`src/rtl/adc_seq_consts.vh`:
```
// constants for the conversion sequencer: register offsets, fields, reset values, timing
// assumes a 32-bit avalon-mm register port, core clock 25 mhz
//
// Function
// a conversion starts when software writes the start bit high, then low
// busy flag sets once a conversion starts and holds during it
// busy flag clears when the conversion completes
// completion sets the interrupt flag; enables gate it onto the request
// without interrupts, software polls busy until it reads low
// divide select 000 passes core clock, 001..111 divide by 2..128
// software keeps conversion clock period between 0.5 and 10 us
// converter powered only while the power enable bit is high
// software waits a settling delay after power enable before starting
// software clears power enable when the converter is unused
// sampling phase lasts exactly 4 conversion clock periods
// conversion phase lasts 12 periods, 16 periods busy in total
// conversion runs in hardware without stalling the processor
// sources 0000, 0100, 11xx convert the selected external channel
// sources 0x01, 0x10, 0x11 convert internal signals, external input cut
// software sets result format before converting
// software programs reference select, and amplifier input and gain
// interrupt use needs global and converter enables set before start
// result registers valid once busy clears; read only then
// internal map: supply /1 /2 /4, amp ref /1 /2 /4, 10xx ground
// reference: 00 supply, 01 external pin, 1x amplified reference
// gain codes 00..11 give 1, 1.667, 2.5, 3.333
// result is 12 bits, full scale fff at the reference
// a start during a conversion restarts sampling, busy stays set
`ifndef ADC_SEQ_CONSTS_VH
`define ADC_SEQ_CONSTS_VH

// byte offsets
`define OFS_CTRL0 5'h00
`define OFS_CTRL1 5'h04
`define OFS_CTRL2 5'h08
`define OFS_RES_HI 5'h0c
`define OFS_RES_LO 5'h10
`define OFS_IRQ 5'h14

// control 0 fields
`define C0_START 7
`define C0_BUSY 6
`define C0_PWR 5
`define C0_FMT 4
// control 1 fields
`define C1_SRC_HI 7
`define C1_SRC_LO 4
`define C1_RANGE_OK 3
// control 2 fields
`define C2_AMP_EN 7
`define C2_AMP_IN 4
// irq register fields
`define IRQ_FLAG 0
`define IRQ_IE 1
`define IRQ_GIE 2

// reset values
`define RST_BYTE 8'h00
`define RST_RESULT 12'h000

// phase lengths in conversion clocks
`define SAMPLE_CLKS 4'h4
`define CONVERT_CLKS 4'hc
`define SAR_MSB 12'h800

// timing
`define CORE_CLK_NS 40
`define CONV_CLK_MIN_NS 500
`define CONV_CLK_MAX_NS 10000
`define CONV_CLK_MIN_CYC ((`CONV_CLK_MIN_NS + `CORE_CLK_NS - 1) / `CORE_CLK_NS)
`define CONV_CLK_MAX_CYC (`CONV_CLK_MAX_NS / `CORE_CLK_NS)

`endif

```
`src/rtl/adc_conversion_sequencer.v`:
```
// conversion sequencer with avalon-mm register port and successive approximation control
// assumes the analog core compares its held input against sar_code and reports cmp_above
`timescale 1ns/1ps
`default_nettype none
`include "adc_seq_consts.vh"
module adc_conversion_sequencer (
  // clock and reset
  input wire core_clk,
  input wire resetn,
  // avalon-mm slave
  input wire [4:0] address,
  input wire read,
  input wire write,
  input wire [3:0] byteenable,
  input wire [31:0] writedata,
  output reg [31:0] readdata,
  output wire waitrequest,
  // analog core control
  output reg conv_power_enable,
  output reg sample_phase,
  output wire conv_clk_tick,
  output reg [11:0] sar_code,
  input wire cmp_above,
  // analog routing
  output wire analog_ext_enable,
  output wire [3:0] analog_ext_channel,
  output wire [2:0] analog_int_source,
  output wire [1:0] analog_int_scale,
  output wire [2:0] analog_ref_pick,
  output reg analog_amp_enable,
  output reg analog_amp_input,
  output reg [1:0] ref_amp_gain_sel,
  // status
  output reg conv_busy_flag,
  output reg conv_irq
);
  localparam [2:0] st_idle = 3'b001;
  localparam [2:0] st_sample = 3'b010;
  localparam [2:0] st_convert = 3'b100;

  // recommended period window in core clocks, cut to the width of the divide count
  localparam integer win_lo_full = `CONV_CLK_MIN_CYC;
  localparam integer win_hi_full = `CONV_CLK_MAX_CYC;
  localparam [8:0] win_lo = win_lo_full[8:0];
  localparam [8:0] win_hi = win_hi_full[8:0];

  // register contents
  reg start_bit;
  reg result_format_sel;
  reg [3:0] external_channel_sel;
  reg [3:0] input_source_sel;
  reg [2:0] conv_clock_divide_sel;
  reg [1:0] reference_source_sel;
  reg conv_irq_flag;
  reg conv_irq_enable;
  reg global_irq_enable;
  reg [11:0] result;

  // sequencer state
  reg [2:0] state;
  reg [3:0] phase_cnt;
  reg conv_done;

  // bus state
  reg ack;
  wire req;
  wire wr_lane;
  wire wr_ctrl0;
  wire wr_ctrl1;
  wire wr_ctrl2;
  wire wr_irq;
  wire start_go;
  wire range_ok;
  wire [3:0] bit_idx;
  reg [11:0] next_code;
  reg [31:0] rd_mux;

  // one bit of the approximation register
  function [11:0] bit_mask;
    input [3:0] idx;
    begin
      bit_mask = 12'h001 << idx;
    end
  endfunction

  // register select for the write strobes
  function hit;
    input [4:0] addr;
    input [4:0] ofs;
    begin
      hit = (addr == ofs);
    end
  endfunction

  // formats the 12-bit result into the high or low result byte
  function [7:0] fmt_byte;
    input high;
    input fmt;
    input [11:0] raw;
    begin
      if (fmt) begin
        fmt_byte = high ? {4'h0, raw[11:8]} : raw[7:0];
      end else begin
        fmt_byte = high ? raw[11:4] : {raw[3:0], 4'h0};
      end
    end
  endfunction

  // true when a divide setting lands inside the recommended period window
  function in_window;
    input [2:0] sel;
    reg [8:0] cycles;
    begin
      cycles = 9'h001 << sel;
      in_window = (cycles >= win_lo) && (cycles <= win_hi);
    end
  endfunction

  // one wait cycle per access, answer on the next edge
  assign req = read | write;
  assign waitrequest = req & ~ack;
  assign wr_lane = write & ack & byteenable[0];
  assign wr_ctrl0 = wr_lane & hit(address, `OFS_CTRL0);
  assign wr_ctrl1 = wr_lane & hit(address, `OFS_CTRL1);
  assign wr_ctrl2 = wr_lane & hit(address, `OFS_CTRL2);
  assign wr_irq = wr_lane & hit(address, `OFS_IRQ);

  // start fires on the write that takes the start bit from high to low
  // power gates with its old value, so one write cannot both power up and start
  assign start_go = wr_ctrl0 & start_bit & ~writedata[`C0_START];

  // advisory: only software can pick a sane divide for the real core clock
  assign range_ok = in_window(conv_clock_divide_sel);

  conv_clock_divider u_div (
    .core_clk(core_clk),
    .resetn(resetn),
    .conv_clock_divide_sel(conv_clock_divide_sel),
    .restart(start_go),
    .conv_tick(conv_clk_tick)
  );

  analog_select u_sel (
    .input_source_sel(input_source_sel),
    .external_channel_sel(external_channel_sel),
    .reference_source_sel(reference_source_sel),
    .ext_enable(analog_ext_enable),
    .ext_channel(analog_ext_channel),
    .int_source(analog_int_source),
    .int_scale(analog_int_scale),
    .ref_pick(analog_ref_pick)
  );

  // read mux
  always @* begin
    rd_mux = 32'h00000000;
    case (address)
      `OFS_CTRL0: begin
        rd_mux[`C0_START] = start_bit;
        rd_mux[`C0_BUSY] = conv_busy_flag;
        rd_mux[`C0_PWR] = conv_power_enable;
        rd_mux[`C0_FMT] = result_format_sel;
        rd_mux[3:0] = external_channel_sel;
      end
      `OFS_CTRL1: begin
        rd_mux[`C1_SRC_HI:`C1_SRC_LO] = input_source_sel;
        rd_mux[`C1_RANGE_OK] = range_ok;
        rd_mux[2:0] = conv_clock_divide_sel;
      end
      `OFS_CTRL2: begin
        rd_mux[`C2_AMP_EN] = analog_amp_enable;
        rd_mux[`C2_AMP_IN] = analog_amp_input;
        rd_mux[3:2] = reference_source_sel;
        rd_mux[1:0] = ref_amp_gain_sel;
      end
      `OFS_RES_HI: begin
        rd_mux[7:0] = fmt_byte(1'b1, result_format_sel, result);
      end
      `OFS_RES_LO: begin
        rd_mux[7:0] = fmt_byte(1'b0, result_format_sel, result);
      end
      `OFS_IRQ: begin
        rd_mux[`IRQ_FLAG] = conv_irq_flag;
        rd_mux[`IRQ_IE] = conv_irq_enable;
        rd_mux[`IRQ_GIE] = global_irq_enable;
      end
      default: begin
        rd_mux = 32'h00000000;
      end
    endcase
  end

  // bus handshake and read data
  // readdata loads in the wait cycle so it stands at the answering edge
  always @(posedge core_clk or negedge resetn) begin
    if (!resetn) begin
      ack <= 1'b0;
      readdata <= 32'h00000000;
    end else begin
      ack <= req & ~ack;
      if (read && !ack) begin
        readdata <= rd_mux;
      end
    end
  end

  // software-written control fields
  always @(posedge core_clk or negedge resetn) begin
    if (!resetn) begin
      start_bit <= 1'b0;
      conv_power_enable <= 1'b0;
      result_format_sel <= 1'b0;
      external_channel_sel <= 4'h0;
      input_source_sel <= 4'h0;
      conv_clock_divide_sel <= 3'h0;
      analog_amp_enable <= 1'b0;
      analog_amp_input <= 1'b0;
      reference_source_sel <= 2'h0;
      ref_amp_gain_sel <= 2'h0;
      conv_irq_enable <= 1'b0;
      global_irq_enable <= 1'b0;
    end else begin
      if (wr_ctrl0) begin
        start_bit <= writedata[`C0_START];
        conv_power_enable <= writedata[`C0_PWR];
        result_format_sel <= writedata[`C0_FMT];
        external_channel_sel <= writedata[3:0];
      end
      if (wr_ctrl1) begin
        input_source_sel <= writedata[`C1_SRC_HI:`C1_SRC_LO];
        conv_clock_divide_sel <= writedata[2:0];
      end
      if (wr_ctrl2) begin
        analog_amp_enable <= writedata[`C2_AMP_EN];
        analog_amp_input <= writedata[`C2_AMP_IN];
        reference_source_sel <= writedata[3:2];
        // 00 gain 1, 01 1.667, 10 2.5, 11 3.333
        ref_amp_gain_sel <= writedata[1:0];
      end
      if (wr_irq) begin
        conv_irq_enable <= writedata[`IRQ_IE];
        global_irq_enable <= writedata[`IRQ_GIE];
      end
    end
  end

  // bit under trial during the conversion phase, msb first
  assign bit_idx = 4'hb - phase_cnt;

  // approximation step: keep or drop the trial bit, then try the next one
  always @* begin
    next_code = sar_code;
    if (!cmp_above) begin
      next_code = next_code & ~bit_mask(bit_idx);
    end
    if (bit_idx != 4'h0) begin
      next_code = next_code | bit_mask(bit_idx - 4'h1);
    end
  end

  // sequencer runs on its own, the bus never stalls for it
  always @(posedge core_clk or negedge resetn) begin
    if (!resetn) begin
      state <= st_idle;
      phase_cnt <= 4'h0;
      sar_code <= `RST_RESULT;
      result <= `RST_RESULT;
      conv_busy_flag <= 1'b0;
      sample_phase <= 1'b0;
      conv_done <= 1'b0;
    end else begin
      conv_done <= 1'b0;
      if (!conv_power_enable) begin
        // power off abandons any conversion without completing it
        state <= st_idle;
        phase_cnt <= 4'h0;
        sar_code <= `RST_RESULT;
        conv_busy_flag <= 1'b0;
        sample_phase <= 1'b0;
      end else if (start_go) begin
        // also taken mid-conversion: sampling begins again
        state <= st_sample;
        phase_cnt <= 4'h0;
        sar_code <= `RST_RESULT;
        conv_busy_flag <= 1'b1;
        sample_phase <= 1'b1;
      end else begin
        case (state)
          st_idle: begin
            sample_phase <= 1'b0;
          end
          st_sample: begin
            if (conv_clk_tick) begin
              if (phase_cnt == `SAMPLE_CLKS - 4'h1) begin
                state <= st_convert;
                phase_cnt <= 4'h0;
                sample_phase <= 1'b0;
                sar_code <= `SAR_MSB;
              end else begin
                phase_cnt <= phase_cnt + 4'h1;
              end
            end
          end
          st_convert: begin
            if (conv_clk_tick) begin
              sar_code <= next_code;
              if (phase_cnt == `CONVERT_CLKS - 4'h1) begin
                state <= st_idle;
                phase_cnt <= 4'h0;
                result <= next_code;
                conv_busy_flag <= 1'b0;
                conv_done <= 1'b1;
              end else begin
                phase_cnt <= phase_cnt + 4'h1;
              end
            end
          end
          default: begin
            state <= st_idle;
            phase_cnt <= 4'h0;
            conv_busy_flag <= 1'b0;
            sample_phase <= 1'b0;
          end
        endcase
      end
    end
  end

  // completion flag: write one to clear, a new completion wins over the clear
  // the request is registered so it never glitches on a decode
  always @(posedge core_clk or negedge resetn) begin
    if (!resetn) begin
      conv_irq_flag <= 1'b0;
      conv_irq <= 1'b0;
    end else begin
      if (conv_done) begin
        conv_irq_flag <= 1'b1;
      end else if (wr_irq && writedata[`IRQ_FLAG]) begin
        conv_irq_flag <= 1'b0;
      end
      conv_irq <= conv_irq_flag & conv_irq_enable & global_irq_enable;
    end
  end
endmodule // adc_conversion_sequencer
`default_nettype wire

```
`src/rtl/analog_select.v`:
```
// analog input and reference routing decode
// assumes the analog core applies these selects directly
`timescale 1ns/1ps
`default_nettype none
module analog_select (
  // selections
  input wire [3:0] input_source_sel,
  input wire [3:0] external_channel_sel,
  input wire [1:0] reference_source_sel,
  // input routing
  output reg ext_enable,
  output wire [3:0] ext_channel,
  output reg [2:0] int_source,
  output wire [1:0] int_scale,
  // reference routing
  output wire [2:0] ref_pick
);
  // int_source one-hot: bit0 supply, bit1 amplified ref, bit2 ground
  always @* begin
    ext_enable = 1'b0;
    int_source = 3'h0;
    casez (input_source_sel)
      4'b0000, 4'b0100, 4'b11??: ext_enable = 1'b1;
      4'b10??: int_source = 3'h4;
      4'b00??: int_source = 3'h1;
      default: int_source = 3'h2;
    endcase
  end

  // channel forced off so it never shorts onto an internal signal
  assign ext_channel = ext_enable ? external_channel_sel : 4'h0;
  // scale 00 /1, 01 /2, 10 /4
  assign int_scale = ext_enable ? 2'h0 : input_source_sel[1:0] - 2'h1;
  // one-hot: bit0 supply, bit1 external pin, bit2 amplified reference
  assign ref_pick = reference_source_sel[1] ? 3'h4 :
                    (reference_source_sel[0] ? 3'h2 : 3'h1);
endmodule // analog_select
`default_nettype wire

```
`src/rtl/conv_clock_divider.v`:
```
// conversion clock tick generator
// assumes restart is a one-cycle pulse from the sequencer
`timescale 1ns/1ps
`default_nettype none
module conv_clock_divider (
  // clock and reset
  input wire core_clk,
  input wire resetn,
  // control
  input wire [2:0] conv_clock_divide_sel,
  input wire restart,
  // tick out
  output wire conv_tick
);
  reg [6:0] count;
  wire [6:0] terminal;

  // 000 ticks every cycle, n ticks every 2**n cycles
  assign terminal = (7'h01 << conv_clock_divide_sel) - 7'h01;
  assign conv_tick = ~restart & (count == terminal);

  // restart aligns the first period to the start pulse
  always @(posedge core_clk or negedge resetn) begin
    if (!resetn) begin
      count <= 7'h00;
    end else if (restart || count == terminal) begin
      count <= 7'h00;
    end else begin
      count <= count + 7'h01;
    end
  end
endmodule // conv_clock_divider
`default_nettype wire

```
`config.mk`:
```
export PLATFORM = sky130hd
export DESIGN_NAME = adc_conversion_sequencer
export DESIGN_NICKNAME = d
export VERILOG_FILES = /design/src/rtl/adc_conversion_sequencer.v /design/src/rtl/analog_select.v /design/src/rtl/conv_clock_divider.v
export VERILOG_INCLUDE_DIRS = /design/src /design/src/rtl
export SDC_FILE = /design/constraint.sdc
export NUM_CORES = 1
export LEC_CHECK = 0
export ABC_AREA = 1
export BUFFER_PORTS_ARGS = -buffer_cell sky130_fd_sc_hd__buf_2
export CORE_MARGIN = 1.5
export CORE_UTILIZATION = 54
export CTS_CLUSTER_DIAMETER = 50
export DETAILED_ROUTE_END_ITERATION = 16
export PLACE_DENSITY = 0.79
export SLEW_MARGIN = 20
export SYNTH_ARGS = -nofsm -noshare
export SYNTH_HDL_FRONTEND = slang
export SYNTH_SLANG_ARGS = --single-unit
```
`constraint.sdc`:
```
create_clock -name core_clk -period 3 [get_ports core_clk]
set_input_delay 0.6 -clock core_clk [delete_from_list [all_inputs] [get_ports core_clk]]
set_output_delay 0.6 -clock core_clk [all_outputs]
set_load 0.005 [all_outputs]
```
Yosys cells after proc, flatten, opt, wreduce, memory -nomap -nowiden
Index checks and enable logic that the tools add are counted.
{"block": "classes", "bitwise": 19, "reduce_logical": 18, "mux": 53, "n_shift": 4, "addsub": 6, "n_lt_le_gt_ge": 2, "eq_ne": 22}
{"operator": "12-bit two-way mux", "n": 7}
{"operator": "4-bit two-way mux", "n": 7}
{"operator": "12-bit one-hot mux with 2 select lines", "n": 1}
{"operator": "1-bit by 4-bit left shift with 12-bit output, first input constant", "n": 2}
{"operator": "3-bit two-way mux", "n": 7}
{"operator": "3-bit one-hot mux with 6 select lines", "n": 1}
{"operator": "1-bit two-way mux", "n": 16}
{"operator": "8-bit two-way mux", "n": 2}
{"operator": "4-bit by 3-bit != test with 1-bit output, second input constant", "n": 4}
{"operator": "1-bit bitwise AND", "n": 12}
{"operator": "12-bit bitwise AND", "n": 1}
{"operator": "12-bit inverter", "n": 1}
{"operator": "12-bit bitwise OR", "n": 1}
{"operator": "4-bit one-hot mux with 3 select lines", "n": 1}
{"operator": "5-bit by 4-bit == test with 1-bit output, second input constant", "n": 2}
{"operator": "5-bit == test, second input constant", "n": 2}
{"operator": "2-bit one-hot mux with 5 select lines", "n": 1}
{"operator": "5-bit AND reduction", "n": 2}
{"operator": "9-bit by 4-bit >= comparator with 1-bit output, second input constant", "n": 1}
{"operator": "9-bit by 8-bit less-or-equal comparator with 1-bit output, second input constant", "n": 1}
{"operator": "3-bit by 2-bit != test with 1-bit output, second input constant", "n": 3}
{"operator": "3-bit one-hot mux with 3 select lines", "n": 1}
{"operator": "3-bit AND reduction", "n": 3}
{"operator": "1-bit by 3-bit left shift with 9-bit output, first input constant", "n": 1}
{"operator": "other kinds (36)", "n": 44}
{"block": "totals", "word_cells": 148, "ff_bits": 74, "out_inout_bits": 67, "in_bits": 46}

Logic depth before layout (Yosys ltp)
{"block": "logic_depth", "ltp_word": 11, "depth_mapped": 16, "mapped_depth_nobuf": 15}

Modules after synthesis
From an unflattened synthesis, not the netlist that was laid out.
{"block": "unflattened", "hier_cells": 631, "area_unflattened_um2": 4588.2}
{"mod": "adc_conversion_sequencer", "cells_per_inst": 514, "instances": 1, "area_per_inst_um2": 3875.0, "seq_area_each_um2": 1677.9}
{"mod": "conv_clock_divider", "cells_per_inst": 87, "instances": 1, "area_per_inst_um2": 569.3, "seq_area_each_um2": 175.2}
{"mod": "analog_select", "cells_per_inst": 30, "instances": 1, "area_per_inst_um2": 143.9, "seq_area_each_um2": 0.0}

Worst setup path before layout
Ideal clock, no wire load.
{"block": "synth_path", "path_kind": "reg2out", "startpoint": "register conv_clock_divide_sel[1]", "endpoint": "output conv_clk_tick", "t_required_ns": 2.400, "path_stages_with_launch": 13, "slack_ns": 0.718, "n_path_buf": 1, "arrival_time_ns": 1.682, "path_cell_list": "dfrtp_1 buf_4 nor3_1 inv_1 ha_1 inv_1 nand2_1 nand2_1 nor2_1 nand3_1 nor2_2 nand3_4 nor2_1"}
{"block": "synth_between", "elab_chain_len": 4}
{"element": "start, declared", "line": "adc_conversion_sequencer.v:52", "text": "reg [2:0] conv_clock_divide_sel;"}
{"element": "start signal, assigned", "line": "adc_conversion_sequencer.v:231", "text": "conv_clock_divide_sel <= writedata[2:0];"}
{"element": "1-bit by 3-bit left shift with 7-bit output", "line": "conv_clock_divider.v:19", "text": "assign terminal = (7'h01 << conv_clock_divide_sel) - 7'h01;"}
{"element": "7-bit by 1-bit subtractor with 7-bit output", "line": "conv_clock_divider.v:19"}
{"element": "7-bit == test", "line": "conv_clock_divider.v:20", "text": "assign conv_tick = ~restart & (count == terminal);"}
{"element": "1-bit bitwise AND", "line": "conv_clock_divider.v:20"}
{"element": "end, declared", "line": "adc_conversion_sequencer.v:21", "text": "output wire conv_clk_tick,"}
Every way passes these cells.

Final worst setup path
{"block": "layout_path", "startpoint": "register conv_clock_divide_sel[2]", "endpoint": "output conv_clk_tick"}
The elaborated chain is that of the path after synthesis.

==> run_results.csv <==
group,metric,value,unit
detailed_routing,routed_wl,10500,um
timing,period_share,0.953,
final_layout,finish.utilization,0.637,
detailed_routing,first_pass_iters,4,
detailed_routing,wire_per_inst,13.5,um
clock_tree,cts_hold_buf,0,
floorplanning,core_area,0.00785,sq mm
placement,dp_slack,370,ps
critical_path,critical-path-top-delay-family,"simple AND/OR/NAND/NOR gates",
detailed_routing,viasPerCell,5.25,
synthesis,synth-seq-cells,74,
synthesis,yosysTopAreaCell,"dfrtp_1",
floorplanning,dieArea,0.00879,sq mm
clock_tree,ctsLongestPathBuffers,2,
critical_path,arrival,2260,ps
timing,worst_slack,141,ps
clock_tree,cts.clk_slew.worst_paths,100,ps
critical_path,slowest_stage,"dfrtp_2",
clock_tree,cts.htree.levels,3,
floorplanning,initial_core_util,0.567,
floorplanning,die_x,93.8,um
global_route,grt_pass1_wl,17500,um
critical_path,cp_max_fo,7,
timing,worst_slew_pin_slew,902,ps
clock_tree,cts_sinks,74,
critical_path,path_cells,"nor3_1 > inv_1 > ha_1 > inv_1 > nand2_1 > nand2_1 > nor2_1 > nand3_1 > nor2_2 > nand3_4 > nor2_1 > buf_2",
critical_path,crit_path_max_incr_delay,480,ps
timing,max_slew_margin,0.396,
pwr,p_leak,2.64,nW
timing,final_max_slew_viol_count,0,
final_layout,syn_to_final_growth,12.4,%
critical_path,timing.rr.end,"result[11]$_DFFE_PN0P_",
synthesis,synth_ff_type,"dfrtp_1",
pwr,power_density,498,mW/mm^2
critical_path,cp-end-kind,"primary output",
pwr,ir_worst_vdd,201,uV
floorplanning,fp-row-count,32,
synthesis,synth_edf_count,0,
synthesis,synthArstFlopShare,1.00,
global_route,globalRouteOverflowTotal,0,
placement,routabilityCongestion,0.905,
detailed_routing,drt-initial-drc-count,266,
timing,setup_viol,0,
synthesis,netlist_instances,603,
synthesis,post_synth_num_cell_types,42,
synthesis,ys_seq_area_frac,0.417,
detailed_routing,num_vias,4088,
clock_tree,cts_buffers,9,
clock_tree,ctsRootBufferMaster,"clkbuf_8",
clock_tree,insertion_delay,370,ps
critical_path,criticalPathCategory,"register to primary output",
run_status,status,"completed",
worst_hold_path,hold_class,"primary input to async pin",
global_route,grt_max_degree,27,
synthesis,synth_top_area_frac,0.411,
critical_path,required,2400,ps
run,timing.max_cap.violations,0,
timing,fin_tns_setup,0,ps
synthesis,syn_avg_cell_area,7.38,sq um
final_layout,n_antenna_cell,0,
critical_path,path_buf_inv,3,
critical_path,r2r_start,"phase_cnt[2]$_DFFE_PN0P_",
timing,hold_slack,224,ps
clock_tree,cts_tree,"done",
placement,dp_hpwl,7880,um
placement,io_buffers,61,
global_route,first_global_vias,3804,
global_route,grt_usage,0.254,
synthesis,netlist_area,0.00445,sq mm
timing,fin_crit,2860,ps
detailed_routing,drc,0,
timing,finClkSkew,14.6,ps
floorplanning,die_h,93.8,um
critical_path,rr_worst_depth,7,
synthesis,yosysWarnings,0,
final_layout,drive_gt1_frac,0.167,
floorplanning,io_pins,113,
critical_path,startpoint_type,"register",
global_route,antenna_found_initial,0,
synthesis,synthTopCellsByArea,"dfrtp_1, nand2_1, inv_1, o21ai_0, nor2_1",
final_layout,fin_nets,731,
timing,hold_viol,0,
critical_path,r2r_setup_slack,700,ps
timing,max_freq,0.350,GHz
detailed_routing,postRouteAntennaNets,0,
cells by family after synthesis:
logic type | count (synthesis) | synth area share
and+or+nand+nor | 291 | 0.278
xor gates and xnor gates | 5 | 0.00984
DFF | 74 | 0.417
other | 1 | 0.000843
AOI/OAI and AO/OA | 99 | 0.126
buffers and inverters | 119 | 0.129
adders and majority gates | 14 | 0.0394
cells in the mapped netlist, types with 2 or more instances:
cell type  number
ha_1           14
nand3_1        33
nand3b_1        3
o21ai_1        10
nor3b_1         2
o2bb2ai_1       2
inv_2           3
a31oi_1         3
o21ai_0        54
nor2_1         58
o211ai_1        2
dfrtp_1        73
nand2_2         4
nand2_1       170
a21oi_1        15
o21ai_2         2
buf_6           3
a211oi_1        2
xor2_1          4
a221oi_1        2
nor2_2          4
buf_4          28
inv_1          78
nand4_1         4
nor2_4          2
nor3_1          7
clkbuf_1        6
per-layer routing:
layer | part of all wire | track usage
met1 | 0.46 | 0.351
met2 | 0.44 | 0.389
met3 | 0.064 | 0.0356
met4 | 0.037 | 0.128
met5 | 0 | 0
report_power, final:
part / switching, mW / leakage (nW) / internal [mW]
Combinational: 0.283 / 1.55 / 0.192
Sequential: 0.0898 / 0.985 / 1.09
Clock: 0.422 / 0.104 / 0.417
Total: 0.795 / 2.64 / 1.70
registers in the layout, summed over array words and instances (netlist names), 2 cells and up:
name	cells
result	12
sar_code	12
readdata	8
u_div.count	7
external_channel_sel	4
input_source_sel	4
phase_cnt	4
conv_clock_divide_sel	3
state	3
ref_amp_gain_sel	2
reference_source_sel	2
final cells by class:
class | count | area (sq um)
Timing Repair Buffer | 72 | 388
Clock buffer | 10 | 138
Fill cell | 698 | 2850
Clock inverter | 6 | 72.6
Multi-Input combinational cell | 433 | 2110
Tap cell | 102 | 128
Sequential cell | 74 | 1860
Inverter | 81 | 304
stage by stage:
stage          total power [mW]  instances  instance area, sq um
6_report                   2.49        778                  5000
5_1_grt                    2.64        778                  5000
4_1_cts                    2.48        772                  4950
3_5_place_dp               1.65        756                  4730
3_3_place_gp               1.64        756                  4730
2_1_floorplan              1.53        626                  4530
worst reg2reg max path, delay by kind of cell (launching register included):
kind / cells / cell delay [ps]
compound gates: 2 / 770
fa+ha+maj: 1 / 210
buf+inv: 1 / 180
flops: 1 / 480
simple gates: 3 / 540
cells in the final DEF, fill, tap and decap left out, types with 2 or more instances in the layout:
cell type	instances
clkbuf_8	10
conb_1	24
nand4_1	4
dfrtp_2	3
o21ai_0	54
nand2_2	4
nand2_1	170
a221oi_1	2
inv_1	77
xor2_1	4
inv_2	4
nor2_1	57
o211ai_1	2
nor3_1	7
nand3_1	33
buf_2	61
nor2_4	3
a211oi_1	2
dfrtp_1	70
nand3b_1	3
ha_1	14
nor2_2	4
a21oi_1	15
buf_4	11
a31oi_1	3
o21ai_2	2
inv_6	3
o2bb2ai_1	2
nor3b_1	2
o21ai_1	10
worst max path at each step:
stage | from | endpoint | slack (ps) | depth (start not counted)
2_1_floorplan | conv_clock_divide_sel[1]$_DFFE_PN0P_ | conv_clk_tick | 720 | 12
3_3_place_gp | conv_clock_divide_sel[1]$_DFFE_PN0P_ | conv_clk_tick | 400 | 12
3_5_place_dp | conv_clock_divide_sel[1]$_DFFE_PN0P_ | conv_clk_tick | 370 | 12
4_1_cts | conv_clock_divide_sel[1]$_DFFE_PN0P_ | conv_clk_tick | 30 | 12
5_1_grt | conv_clock_divide_sel[2]$_DFFE_PN0P_ | conv_clk_tick | -20 | 12
6_report | conv_clock_divide_sel[2]$_DFFE_PN0P_ | conv_clk_tick | 140 | 12
timing repair:
action | 4_1_cts | 5_1_grt
buffers inserted | 0 | 6
setup endpoints to repair | 1 | 1
resized for setup | 1 | 5
(Power assumes the default switching activity.)
